[src/aoa_pkg.sv]
// constants, register map and types for the angle-of-arrival state sequencer
// assumes a 100 MHz system clock; times are in microseconds
package aoa_pkg;
  localparam int CLK_MHZ = 100;
  localparam int TRIG_START_MIN_US = 2900;
  localparam int TRIG_START_MAX_US = 4300;
  localparam int TRANS_MAX_US = 800;
  localparam int TRIG_HIGH_MIN_US = 1;
  localparam int MS_US = 1000;
  // trig_to_transition_start: chosen mid-window, rounded down to whole cycles
  localparam int TRIG_START_MIN_CYC = TRIG_START_MIN_US * CLK_MHZ;
  localparam int TRIG_START_MAX_CYC = TRIG_START_MAX_US * CLK_MHZ;
  localparam int TRIG_DELAY_CYC = (TRIG_START_MIN_CYC + TRIG_START_MAX_CYC) / 2;
  // transition_length, longest time rounds down
  localparam int TRANS_CYC = TRANS_MAX_US * CLK_MHZ;
  localparam int FWD_HIGH_CYC = TRIG_HIGH_MIN_US * CLK_MHZ;
  localparam int CYC_PER_MS = MS_US * CLK_MHZ;

  localparam int NPATH_DEF = 6;
  localparam int ANG_W = 12;
  localparam int DLY_W = 16;
  localparam int DOFS_W = 10;
  localparam int DUR_W = 16;
  localparam logic [ANG_W-1:0] PHASE_MAX = 12'hE10;
  localparam logic [ANG_W-1:0] SPREAD_MAX = 12'h708;
  localparam logic [DOFS_W-1:0] DOFS_MAX = 10'h3E8;
  localparam logic [DLY_W-1:0] DLY_RANGE_MAX = 16'h2710;
  localparam logic [DUR_W-1:0] DUR_MIN = 16'h0004;
  localparam logic [DUR_W-1:0] DUR_MAX = 16'hEA60;
  localparam logic [DUR_W-1:0] DUR_RST = 16'h0004;
  localparam logic [15:0] RANDOM_STATES = 16'h0400;
  localparam logic [15:0] LFSR_SEED = 16'hACE1;
  localparam logic [15:0] LFSR_TAPS = 16'hB400;

  localparam int ADDR_W = 8;
  localparam logic [ADDR_W-1:0] ADDR_CTRL = 8'h00;
  localparam logic [ADDR_W-1:0] ADDR_STATUS = 8'h04;
  localparam logic [ADDR_W-1:0] ADDR_DUR = 8'h08;
  localparam logic [2:0] GRP_ANGLE = 3'h1;
  localparam logic [2:0] GRP_PHASE = 3'h2;
  localparam logic [2:0] GRP_DOFS = 3'h3;
  localparam int CTRL_RUN = 0;
  localparam int CTRL_LIN = 1;
  localparam int CTRL_EXT = 2;
  localparam int CTRL_PRI = 3;
  localparam int SPREAD_LSB = 16;

  typedef enum logic [2:0] {
    ST_STOP = 3'b001,
    ST_RUN = 3'b010,
    ST_DONE = 3'b100
  } seq_state_t;
endpackage : aoa_pkg

[src/aoa_trig_edge.sv]
// two-flop synchroniser and rising-edge detector for a trigger line
// assumes the line is held high at least a few clock periods
`timescale 1ns/1ps
`default_nettype none
module aoa_trig_edge (
  input wire logic clk,
  input wire logic rst_n,
  input wire logic din,
  output logic evt
);
  logic meta_r;
  logic sync_r;
  logic prev_r;
  logic evt_r;

  always_ff @(posedge clk or negedge rst_n) begin
    if (!rst_n) begin
      meta_r <= 1'b0;
      sync_r <= 1'b0;
      prev_r <= 1'b0;
      evt_r <= 1'b0;
    end else begin
      meta_r <= din;
      sync_r <= meta_r;
      prev_r <= sync_r;
      evt_r <= sync_r & ~prev_r;
    end
  end
  assign evt = evt_r;

  a_edge_once: assert property (@(posedge clk) disable iff (!rst_n) evt |=> !evt)
    else $error("trigger event longer than one cycle");
  a_edge_cause: assert property (@(posedge clk) disable iff (!rst_n)
    evt |-> $past(sync_r) && !$past(prev_r))
    else $error("trigger event without a rising edge");
endmodule : aoa_trig_edge
`default_nettype wire

[src/aoa_path_angle.sv]
// arrival-angle generator for one path: uniform pseudo-random or linear sweep
// assumes mean and spread stay constant while stepping
`timescale 1ns/1ps
`default_nettype none
module aoa_path_angle import aoa_pkg::*; #(
  parameter logic [15:0] SEED = LFSR_SEED
) (
  input wire logic clk,
  input wire logic rst_n,
  input wire logic load,
  input wire logic step,
  input wire logic linear,
  input wire logic [ANG_W-1:0] mean,
  input wire logic [ANG_W-1:0] spread,
  output logic [ANG_W-1:0] angle
);
  logic [15:0] lfsr_r;
  logic [ANG_W:0] ofs_r;
  logic [ANG_W-1:0] angle_r;
  logic [ANG_W:0] ofs_nxt;
  logic signed [ANG_W+2:0] sum;
  logic [ANG_W-1:0] angle_nxt;

  wire [ANG_W:0] span = {spread, 1'b0};
  wire [ANG_W+16:0] prod = lfsr_r * (span + 13'h0001);
  wire [ANG_W:0] rnd_ofs = prod[ANG_W+16:16];
  wire [ANG_W:0] lin_ofs = (ofs_r >= span) ? 13'h0000 : ofs_r + 13'h0001;
  wire [15:0] lfsr_nxt = lfsr_r[0] ? ((lfsr_r >> 1) ^ LFSR_TAPS) : (lfsr_r >> 1);

  // offset runs 0..2*spread, angle = mean - spread + offset, wrapped to a circle
  always_comb begin
    ofs_nxt = ofs_r;
    if (load) begin
      ofs_nxt = {1'b0, spread};
    end else if (step) begin
      ofs_nxt = linear ? lin_ofs : rnd_ofs;
    end
    sum = $signed({3'b000, mean}) + $signed({2'b00, ofs_nxt}) - $signed({3'b000, spread});
    if (sum < 0) begin
      sum = sum + $signed({3'b000, PHASE_MAX});
    end else if (sum >= $signed({3'b000, PHASE_MAX})) begin
      sum = sum - $signed({3'b000, PHASE_MAX});
    end
    angle_nxt = sum[ANG_W-1:0];
  end

  always_ff @(posedge clk or negedge rst_n) begin
    if (!rst_n) begin
      lfsr_r <= LFSR_SEED;
      ofs_r <= 13'h0000;
      angle_r <= 12'h000;
    end else begin
      if (load) begin
        lfsr_r <= SEED;
      end else if (step) begin
        lfsr_r <= lfsr_nxt;
      end
      ofs_r <= ofs_nxt;
      angle_r <= angle_nxt;
    end
  end
  assign angle = angle_r;

  a_rand_range: assert property (@(posedge clk) disable iff (!rst_n)
    step && !load && !linear |=> ofs_r <= span && angle_r < PHASE_MAX)
    else $error("random angle outside the spread");
endmodule : aoa_path_angle
`default_nettype wire

[src/aoa_state_sequencer.sv]
// angle-of-arrival state sequencer: AHB-Lite registers, trigger timing, per-path offsets
// assumes one 100 MHz clock; trigger pins are synchronised here; word accesses only
//
// The implementer's own choices: the register addresses and the AHB-Lite slave port.
`timescale 1ns/1ps
`default_nettype none
module aoa_state_sequencer import aoa_pkg::*; #(
  parameter int NPATH = NPATH_DEF,
  parameter int TRIG_DELAY_CYCLES = TRIG_DELAY_CYC,
  parameter int TRANS_CYCLES = TRANS_CYC,
  parameter int MS_CYCLES = CYC_PER_MS
) (
  input wire logic hclk,
  input wire logic hresetn,
  input wire logic hsel,
  input wire logic [31:0] haddr,
  input wire logic [1:0] htrans,
  input wire logic hwrite,
  input wire logic [2:0] hsize,
  input wire logic [31:0] hwdata,
  input wire logic hready,
  output logic hreadyout,
  output logic hresp,
  output logic [31:0] hrdata,
  input wire logic ext_trig_in,
  input wire logic sync_trig_in,
  output logic sync_trig_out,
  input wire logic [NPATH*DLY_W-1:0] path_delay_base,
  output logic [NPATH*DLY_W-1:0] path_delay_out,
  output logic [NPATH*ANG_W-1:0] angle_out,
  output logic [NPATH*ANG_W-1:0] phase_ofs_out,
  output logic state_strobe,
  output logic transition_busy,
  output logic params_frozen
);
  localparam int DCW = $clog2(TRIG_DELAY_CYCLES + 1);
  localparam int TCW = $clog2(TRANS_CYCLES + 1);
  localparam int MCW = $clog2(MS_CYCLES + 1);
  localparam int FCW = $clog2(FWD_HIGH_CYC + 1);

  // ---------------- AHB-Lite slave ----------------
  logic [ADDR_W-1:0] addr_r;
  logic wr_ph_r;
  logic rd_ph_r;
  logic rd_dv_r;
  logic [31:0] hrdata_r;
  logic [31:0] rd_mux;

  wire ahb_take = hsel && hready && htrans[1];
  wire wr_en = wr_ph_r;
  wire [2:0] a_grp = addr_r[7:5];
  wire [2:0] a_idx = addr_r[4:2];
  wire idx_ok = (32'(a_idx) < NPATH) && (addr_r[1:0] == 2'b00);
  wire hit_ctrl = (addr_r == ADDR_CTRL);
  wire hit_stat = (addr_r == ADDR_STATUS);
  wire hit_dur = (addr_r == ADDR_DUR);
  wire hit_ang = idx_ok && (a_grp == GRP_ANGLE);
  wire hit_phs = idx_ok && (a_grp == GRP_PHASE);
  wire hit_dof = idx_ok && (a_grp == GRP_DOFS);

  always_ff @(posedge hclk or negedge hresetn) begin
    if (!hresetn) begin
      addr_r <= 8'h00;
      wr_ph_r <= 1'b0;
      rd_ph_r <= 1'b0;
    end else if (hready) begin
      wr_ph_r <= ahb_take && hwrite;
      rd_ph_r <= ahb_take && !hwrite;
      if (ahb_take) begin
        addr_r <= haddr[ADDR_W-1:0];
      end
    end
  end

  // reads take one wait state so a write just before is visible
  always_ff @(posedge hclk or negedge hresetn) begin
    if (!hresetn) begin
      rd_dv_r <= 1'b0;
      hrdata_r <= 32'h00000000;
    end else begin
      rd_dv_r <= rd_ph_r && !rd_dv_r;
      if (rd_ph_r && !rd_dv_r) begin
        hrdata_r <= rd_mux;
      end
    end
  end
  assign hreadyout = !(rd_ph_r && !rd_dv_r);
  assign hresp = 1'b0;
  assign hrdata = hrdata_r;

  // ---------------- registers ----------------
  logic run_r;
  logic lin_r;
  logic ext_r;
  logic pri_r;
  logic [DUR_W-1:0] dur_r;
  logic [ANG_W-1:0] mean_r [NPATH];
  logic [ANG_W-1:0] spread_r [NPATH];
  logic [ANG_W-1:0] phase_r [NPATH];
  logic [DOFS_W-1:0] dofs_r [NPATH];
  seq_state_t st_r;
  seq_state_t st_nxt;

  wire running = (st_r != ST_STOP);
  wire cfg_open = !running && !run_r;
  wire [DUR_W-1:0] dur_wr = hwdata[DUR_W-1:0];
  wire [DUR_W-1:0] dur_clip = (dur_wr < DUR_MIN) ? DUR_MIN : (dur_wr > DUR_MAX) ? DUR_MAX : dur_wr;
  wire [ANG_W-1:0] wr_mean = hwdata[ANG_W-1:0];
  wire [ANG_W-1:0] wr_spread = hwdata[SPREAD_LSB+ANG_W-1:SPREAD_LSB];
  wire [ANG_W-1:0] wr_phase = hwdata[ANG_W-1:0];
  wire [DOFS_W-1:0] wr_dofs = hwdata[DOFS_W-1:0];

  always_ff @(posedge hclk or negedge hresetn) begin
    if (!hresetn) begin
      run_r <= 1'b0;
      lin_r <= 1'b0;
      ext_r <= 1'b0;
      pri_r <= 1'b1;
      dur_r <= DUR_RST;
    end else begin
      if (wr_en && hit_ctrl) begin
        run_r <= hwdata[CTRL_RUN];
        if (cfg_open) begin
          lin_r <= hwdata[CTRL_LIN];
          ext_r <= hwdata[CTRL_EXT];
          pri_r <= hwdata[CTRL_PRI];
        end
      end
      if (wr_en && hit_dur && cfg_open) begin
        dur_r <= dur_clip;
      end
    end
  end

  always_ff @(posedge hclk or negedge hresetn) begin
    if (!hresetn) begin
      for (int i = 0; i < NPATH; i++) begin
        mean_r[i] <= 12'h000;
        spread_r[i] <= 12'h000;
        phase_r[i] <= 12'h000;
        dofs_r[i] <= 10'h000;
      end
    end else if (wr_en && cfg_open) begin
      for (int i = 0; i < NPATH; i++) begin
        if (32'(a_idx) == i) begin
          if (hit_ang) begin
            mean_r[i] <= (wr_mean >= PHASE_MAX) ? PHASE_MAX - 12'h001 : wr_mean;
            spread_r[i] <= (wr_spread > SPREAD_MAX) ? SPREAD_MAX : wr_spread;
          end
          if (hit_phs) begin
            phase_r[i] <= (wr_phase > PHASE_MAX) ? PHASE_MAX : wr_phase;
          end
          if (hit_dof) begin
            dofs_r[i] <= (wr_dofs > DOFS_MAX) ? DOFS_MAX : wr_dofs;
          end
        end
      end
    end
  end

  // ---------------- trigger path ----------------
  logic ext_evt;
  logic cab_evt;
  logic [FCW-1:0] fwd_cnt_r;

  aoa_trig_edge u_ext_edge (
    .clk(hclk),
    .rst_n(hresetn),
    .din(ext_trig_in),
    .evt(ext_evt)
  );
  aoa_trig_edge u_cab_edge (
    .clk(hclk),
    .rst_n(hresetn),
    .din(sync_trig_in),
    .evt(cab_evt)
  );

  // primary takes the pin and forwards a pulse; secondaries follow the cable
  wire trig_evt = pri_r ? ext_evt : cab_evt;
  always_ff @(posedge hclk or negedge hresetn) begin
    if (!hresetn) begin
      fwd_cnt_r <= '0;
    end else if (pri_r && ext_evt) begin
      fwd_cnt_r <= FCW'(FWD_HIGH_CYC);
    end else if (fwd_cnt_r != '0) begin
      fwd_cnt_r <= fwd_cnt_r - FCW'(1);
    end
  end
  assign sync_trig_out = (fwd_cnt_r != '0);

  // ---------------- state timing ----------------
  logic [DCW-1:0] dly_cnt_r;
  logic [TCW-1:0] tr_cnt_r;
  logic [MCW-1:0] pre_cnt_r;
  logic [DUR_W-1:0] ms_cnt_r;
  logic [15:0] st_idx_r;

  wire run_go = (st_r == ST_STOP) && run_r;
  wire in_run = (st_r == ST_RUN);
  wire trig_ok = in_run && ext_r && trig_evt;
  wire ext_start = in_run && ext_r && (dly_cnt_r == DCW'(1));
  wire ms_tick = (pre_cnt_r == MCW'(MS_CYCLES - 1));
  wire int_start = in_run && !ext_r && ms_tick && (ms_cnt_r == dur_r - DUR_MIN + DUR_MIN - 16'h0001);
  wire rnd_end = in_run && !lin_r && (st_idx_r == RANDOM_STATES);
  wire trans_start = run_go || ((ext_start || int_start) && !rnd_end);
  wire trans_done = (tr_cnt_r == TCW'(1));

  always_comb begin
    st_nxt = st_r;
    unique case (st_r)
      ST_STOP: if (run_r) st_nxt = ST_RUN;
      ST_RUN: begin
        if (!run_r) st_nxt = ST_STOP;
        else if (rnd_end) st_nxt = ST_DONE;
      end
      ST_DONE: if (!run_r) st_nxt = ST_STOP;
      default: st_nxt = ST_STOP;
    endcase
  end

  always_ff @(posedge hclk or negedge hresetn) begin
    if (!hresetn) begin
      st_r <= ST_STOP;
      dly_cnt_r <= '0;
      tr_cnt_r <= '0;
      pre_cnt_r <= '0;
      ms_cnt_r <= 16'h0000;
      st_idx_r <= 16'h0000;
    end else begin
      st_r <= st_nxt;
      if (trig_ok) dly_cnt_r <= DCW'(TRIG_DELAY_CYCLES);
      else if (dly_cnt_r != '0) dly_cnt_r <= dly_cnt_r - DCW'(1);
      if (trans_start) tr_cnt_r <= TCW'(TRANS_CYCLES);
      else if (tr_cnt_r != '0) tr_cnt_r <= tr_cnt_r - TCW'(1);
      if (trans_start || ms_tick) pre_cnt_r <= '0;
      else pre_cnt_r <= pre_cnt_r + MCW'(1);
      if (trans_start) ms_cnt_r <= 16'h0000;
      else if (ms_tick) ms_cnt_r <= ms_cnt_r + 16'h0001;
      if (run_go) st_idx_r <= 16'h0001;
      else if (trans_start) st_idx_r <= st_idx_r + 16'h0001;
    end
  end

  // ---------------- per-path outputs ----------------
  logic [DLY_W-1:0] dly_out_r [NPATH];

  for (genvar p = 0; p < NPATH; p++) begin : g_path
    // one generator per path index, each driving only its own path's slice of angle_out
    aoa_path_angle #(
      .SEED(LFSR_SEED ^ 16'(p + 1))
    ) u_angle (
      .clk(hclk),
      .rst_n(hresetn),
      .load(run_go),
      .step(trans_start && !run_go),
      .linear(lin_r),
      .mean(mean_r[p]),
      .spread(spread_r[p]),
      .angle(angle_out[p*ANG_W +: ANG_W])
    );
    wire [DLY_W-1:0] ofs_w = {{(DLY_W-DOFS_W){1'b0}}, dofs_r[p]};
    wire [DLY_W-1:0] lim_w = DLY_RANGE_MAX - ofs_w;
    wire [DLY_W-1:0] base_w = path_delay_base[p*DLY_W +: DLY_W];
    wire [DLY_W-1:0] clip_w = (base_w > lim_w) ? lim_w : base_w;
    // delay frozen for the whole run
    always_ff @(posedge hclk or negedge hresetn) begin
      if (!hresetn) begin
        dly_out_r[p] <= 16'h0000;
      end else if (!running) begin
        dly_out_r[p] <= clip_w + ofs_w;
      end
    end
    assign path_delay_out[p*DLY_W +: DLY_W] = dly_out_r[p];
    assign phase_ofs_out[p*ANG_W +: ANG_W] = phase_r[p];
  end

  assign state_strobe = trans_start;
  assign transition_busy = (tr_cnt_r != '0);
  assign params_frozen = running;

  // ---------------- read mux ----------------
  wire [31:0] ctrl_rd = {28'h0000000, pri_r, ext_r, lin_r, run_r};
  wire [31:0] stat_rd = {st_idx_r, 12'h000, (st_r == ST_DONE), transition_busy, (dly_cnt_r != '0), running};
  wire [31:0] ang_rd = {4'h0, spread_r[a_idx], 4'h0, mean_r[a_idx]};
  wire [31:0] phs_rd = {20'h00000, phase_r[a_idx]};
  wire [31:0] dof_rd = {22'h000000, dofs_r[a_idx]};
  assign rd_mux = hit_ctrl ? ctrl_rd : hit_stat ? stat_rd : hit_dur ? {16'h0000, dur_r} :
                  hit_ang ? ang_rd : hit_phs ? phs_rd : hit_dof ? dof_rd : 32'h00000000;

  // ---------------- checks ----------------
  wire [DLY_W-1:0] ofs_first = {{(DLY_W-DOFS_W){1'b0}}, dofs_r[0]};
  logic [DCW:0] h_lat_r;
  logic [TCW:0] h_tr_r;
  logic [39:0] h_per_r;
  always_ff @(posedge hclk or negedge hresetn) begin
    if (!hresetn) begin
      h_lat_r <= '0;
      h_tr_r <= '0;
      h_per_r <= 40'h0000000000;
    end else begin
      h_lat_r <= trig_ok ? '0 : h_lat_r + (DCW+1)'(1);
      h_tr_r <= trans_start ? '0 : h_tr_r + (TCW+1)'(1);
      h_per_r <= trans_start ? 40'h0000000000 : h_per_r + 40'h0000000001;
    end
  end

  a_phase_clamp: assert property (@(posedge hclk) disable iff (!hresetn)
    wr_en && hit_phs && cfg_open |=> phase_ofs_out[a_idx*ANG_W +: ANG_W] <= PHASE_MAX)
    else $error("phase offset above full circle");
  a_delay_sum: assert property (@(posedge hclk) disable iff (!hresetn)
    !running |=> dly_out_r[0] <= DLY_RANGE_MAX && dly_out_r[0] >= $past(ofs_first))
    else $error("delay offset not added within range");
  a_mode_locked: assert property (@(posedge hclk) disable iff (!hresetn)
    running && $past(running) |-> $stable(lin_r) && $stable(ext_r))
    else $error("mode changed during a run");
  a_angle_only: assert property (@(posedge hclk) disable iff (!hresetn)
    running && !trans_start |=> $stable(angle_out) && $stable(path_delay_out))
    else $error("path values changed outside a transition");
  a_int_period: assert property (@(posedge hclk) disable iff (!hresetn)
    int_start |-> h_per_r == ({24'h000000, dur_r} * 40'(MS_CYCLES)) - 40'h0000000001)
    else $error("internal state duration wrong");
  a_trig_latency: assert property (@(posedge hclk) disable iff (!hresetn)
    ext_start |-> h_lat_r == (DCW+1)'(TRIG_DELAY_CYCLES - 1))
    else $error("trigger to transition latency wrong");
  a_trans_len: assert property (@(posedge hclk) disable iff (!hresetn)
    trans_done |-> h_tr_r == (TCW+1)'(TRANS_CYCLES - 1) && TRANS_CYCLES <= TRANS_MAX_US * CLK_MHZ)
    else $error("transition length wrong");
  a_fwd_pulse: assert property (@(posedge hclk) disable iff (!hresetn)
    pri_r && ext_evt |=> sync_trig_out [*2])
    else $error("trigger not forwarded");
  a_retrig_busy: assert property (@(posedge hclk) disable iff (!hresetn)
    trig_ok && transition_busy |=> dly_cnt_r == DCW'(TRIG_DELAY_CYCLES))
    else $error("trigger lost during a transition");
  a_run_gate: assert property (@(posedge hclk) disable iff (!hresetn)
    !running |-> !ext_start && !int_start)
    else $error("state change before run");
  a_rand_count: assert property (@(posedge hclk) disable iff (!hresetn)
    running && !lin_r |-> st_idx_r <= RANDOM_STATES)
    else $error("random state count exceeded");
endmodule : aoa_state_sequencer
`default_nettype wire

[config.mk]
export PLATFORM = sky130hd
export DESIGN_NAME = aoa_state_sequencer
export DESIGN_NICKNAME = d
export VERILOG_FILES = /design/src/aoa_pkg.sv /design/src/aoa_trig_edge.sv /design/src/aoa_path_angle.sv /design/src/aoa_state_sequencer.sv
export SDC_FILE = /design/constraint.sdc
export NUM_CORES = 2
export LEC_CHECK = 0
export BUFFER_PORTS_ARGS = -buffer_cell sky130_fd_sc_hd__buf_2
export CAP_MARGIN = 10
export CORE_MARGIN = 10
export CORE_UTILIZATION = 55
export DETAILED_ROUTE_END_ITERATION = 10
export PLACE_DENSITY = 0.73
export SYNTH_ARGS = -nofsm -noshare
export SYNTH_HDL_FRONTEND = slang
export SYNTH_SLANG_ARGS = --single-unit
[constraint.sdc]
create_clock -name hclk -period 11 [get_ports hclk]
set_clock_uncertainty 0.2 [all_clocks]
set_input_delay 2.2 -clock hclk [delete_from_list [all_inputs] [get_ports hclk]]
set_output_delay 2.2 -clock hclk [all_outputs]
set_load 0.01 [all_outputs]
==> results.py <==
metrics = {
    "clock_network": {
        "cts_tree": "done",
        "cts_hold_buf": 0,
        "clk_pin_slew_worst_paths_ps": 60,
        "insertion_delay_ps": 750,
        "root_buffer": "clkbuf_16",
        "clkSinkCount": 784,
        "cts-buffers-inserted": 96,
        "clk_path_buf_depth": 3,
        "ctsHtreeMaxLevel": 3,
    },
    "floorplan": {
        "start_util": 0.555,
        "die_width_um": 420,
        "die_area_sq_um": 177000,
        "coreArea_sq_um": 159000,
        "io_pins": 450,
        "die_h_um": 420,
        "row_count": 146,
    },
    "global_route": {
        "top_usage_layer": "met2",
        "gr-usage-met2": 0.498,
        "grt_max_degree": 173,
        "grt_util_met3": 0.0778,
        "antenna_found_initial": 24,
        "grt_util_all_layers": 0.315,
        "grt_pass1_vias": 75400,
        "grt_use_met1": 0.383,
        "overflow": 0,
        "grt_pass1_wl_um": 434000,
    },
    "logic_synthesis": {
        "synthFlopType": "dfrtp_1",
        "synth_cell_types": 108,
        "syn_inst": 9715,
        "synth-compound-area-share": 0.115,
        "ys_ff_latch": 784,
        "synthTopCellsByArea": "fa_1 22%, dfrtp_1 21%, ha_1 13%",
        "avgSynthCellArea_sq_um": 9.07,
        "synth_most_common_cell": "inv_1",
        "synth_xor_area_frac": 0.0415,
        "yosys-top-cells-count": "1471 x inv_1, 1180 x nand2_1, 978 x fa_1",
        "synth_adder_area_share": 0.354,
        "synthSimpleGateAreaFrac": 0.152,
        "yosysWarnings": 0,
        "synth_nets": 11800,
        "synthMuxAreaShare": 0.0307,
        "yosys.area.top_type": "fa_1",
        "synth_enable_flop_cells": 0,
        "ys_seq_area_frac": 0.223,
        "synthesis.area_sq_um": 88100,
        "synth_top_area_share": 0.222,
        "synth_top_family_by_area": "adder cells",
        "ys_async_sr_fraction": 1.00,
    },
    "routing": {
        "final_antenna_net_count": 0,
        "drc": 0,
        "vias_per_cell": 5.96,
        "drt-total-wl_um": 277000,
        "dr.pass1.iters": 9,
        "vias": 72200,
        "drtIter0Drc": 5987,
        "wl_per_cell_um": 22.9,
    },
    "timing": {
        "hold_viol": 0,
        "relSlewSlack": 0.0497,
        "final.setup.worst_slack_ps": 560,
        "setup_viol": 0,
        "worst_pin_slew_ps": 1420,
        "min_period_ps": 10440,
        "drv_slew": 0,
        "grt_setup_unrepaired": "no",
        "finalCritPeriodShare": 0.949,
        "setup_tns_ps": 0,
        "clock.fmax_ghz": 0.0958,
        "whs_ps": 152,
    },
    "critical_path": {
        "path_class": "reg2reg",
        "rr_startpoint": "g_path[4].u_angle.lfsr_r[6]",
        "cp-start-kind": "register",
        "r2r_end": "g_path[4].u_angle.angle[10]",
        "arrival_ps": 10810,
        "crit_top_cell": "fa_1",
        "crit_fanout": 9,
        "rr_worst_depth": 32,
        "rrSetupSlack_ps": 560,
        "worstPathRequired_ps": 11370,
        "cp_slowest_stage_delay_ps": 680,
        "end_kind": "register",
        "cp_slowest_cell": "dfstp_2",
    },
    "finish": {
        "multi_input_area_sq_um": 61300,
        "post_route_cells_drive_above_1_share": 0.103,
        "final_core_util": 0.604,
        "fillers": 13500,
        "regArea_sq_um": 19700,
        "syn_to_final_growth_pct": 8.75,
        "fin_nets": 12000,
    },
    "placed_design": {
        "place_ws_ps": 363,
        "dp_hpwl_um": 218000,
        "gp_congestion": 0.981,
        "io_buffers": 416,
    },
    "worst_hold_path": {
        "whs_endpoint": "u_ext_edge.sync_r",
        "min_from": "u_ext_edge.meta_r",
        "hold_path.class": "reg2reg",
        "hold_depth": 0,
    },
    "pwr": {
        "p_per_area_nw_per_um2": 232,
        "peakVddDrop_v": 0.000234,
        "power.total_mw": 22.2,
        "leakagePower_nw": 48.9,
    },
    "status": {
        "outcome": "finished clean",
    },
    "flow_run": {
        "maxCapViolations": 0,
    },
}
## layer usage
layer | share of wire | up-vias
met1 | 0.37 | 35700
met4 | 0.081 | 34
met5 | 0.00084 | -
met2 | 0.45 | 3313
met3 | 0.096 | 890
li1 | - | 32200
## worst max path at each step
| stage | end | from | cells past startpoint |
|---|---|---|---|
| global route | g_path[5].u_angle.angle[6] | g_path[5].u_angle.lfsr_r[10] | 38 |
| CTS | g_path[5].u_angle.angle[9] | g_path[5].u_angle.lfsr_r[7] | 37 |
| detailed placement | g_path[5].u_angle.angle[9] | g_path[5].u_angle.lfsr_r[7] | 37 |
| global placement | g_path[5].u_angle.angle[9] | g_path[5].u_angle.lfsr_r[7] | 37 |
| floorplan | g_path[5].u_angle.angle[8] | g_path[5].u_angle.lfsr_r[11] | 37 |
| finish | g_path[4].u_angle.angle[10] | g_path[4].u_angle.lfsr_r[6] | 32 |
## what timing repair did
item / 4_1_cts / 5_1_grt
gates resized for setup: 0 / 23
buffers inserted: 0 / 0
endpoints found under the setup margin: 0 / 35
## sequential cells by signal, summed over array words and instances, names as in the netlist, 16 cells and up
register / flops
g_path.u_angle.lfsr_r: 96
path_delay_out: 96
g_path.u_angle.ofs_r: 78
g_path.u_angle.angle: 72
mean_r: 72
phase_ofs_out: 72
spread_r: 72
dofs_r: 60
hrdata: 32
dly_cnt_r: 19
pre_cnt_r: 17
tr_cnt_r: 17
dur_r: 16
ms_cnt_r: 16
st_idx_r: 16
## kinds of logic after synthesis
| logic type | after synthesis |
|---|---|
| and+or+nand+nor | 2877 |
| xor gates and xnor gates | 418 |
| AOI/OAI and AO/OA | 1593 |
| adders and majority gates | 1905 |
| buffers and inverters | 1942 |
| muxes | 195 |
| DFF | 784 |
| other | 1 |
## metrics by stage
stage / cells / cell area, sq um
finish: 12100 / 95900
global route: 12100 / 95800
CTS: 12100 / 95700
detailed placement: 11900 / 92500
global placement: 11900 / 92500
floorplan: 9715 / 88100
## layout by cell type (no fill, tap or decap), types with 83 or more instances in the layout
master,count
ha_1,927
dfrtp_1,724
o21a_1,83
nor3_1,109
buf_4,150
xor2_1,161
xnor2_1,256
fa_1,978
mux2_2,95
buf_2,415
inv_1,1468
nand2_1,1179
and2_1,411
a21oi_1,351
nand3_1,157
o21ai_0,517
nor2_1,596
clkbuf_16,97
## layout make-up
| class | count | area share |
|---|---|---|
| multi-input cells | 6989 | 0.639 |
| flip-flops and latches | 784 | 0.206 |
| inverters | 1505 | 0.0591 |
| repair buffers | 573 | 0.0350 |
| clock buffers | 128 | 0.0282 |
| well taps | 2072 | 0.0270 |
| clock inverters | 51 | 0.00585 |
| diodes | 8 | 0.000209 |
## power breakdown
part	switching [mW]	leakage (nW)	internal, mW	total, mW
clock	1.43	1.56	1.87	3.30
sequential	0.528	8.94	3.49	4.02
combinational	9.00	38.4	5.91	14.9
total	11.0	48.9	11.3	22.2
## worst max-delay path, delay by kind of cell, from the launching register on
| family | cells | cell delay (ps) |
|---|---|---|
| AOI/OAI and AO/OA | 12 | 3390 |
| xor gates and xnor gates | 2 | 850 |
| adders and majority gates | 9 | 3990 |
| buffers and inverters | 6 | 620 |
| DFF | 1 | 680 |
| and+or+nand+nor | 3 | 540 |
Power figures use the tool's default switching activity.
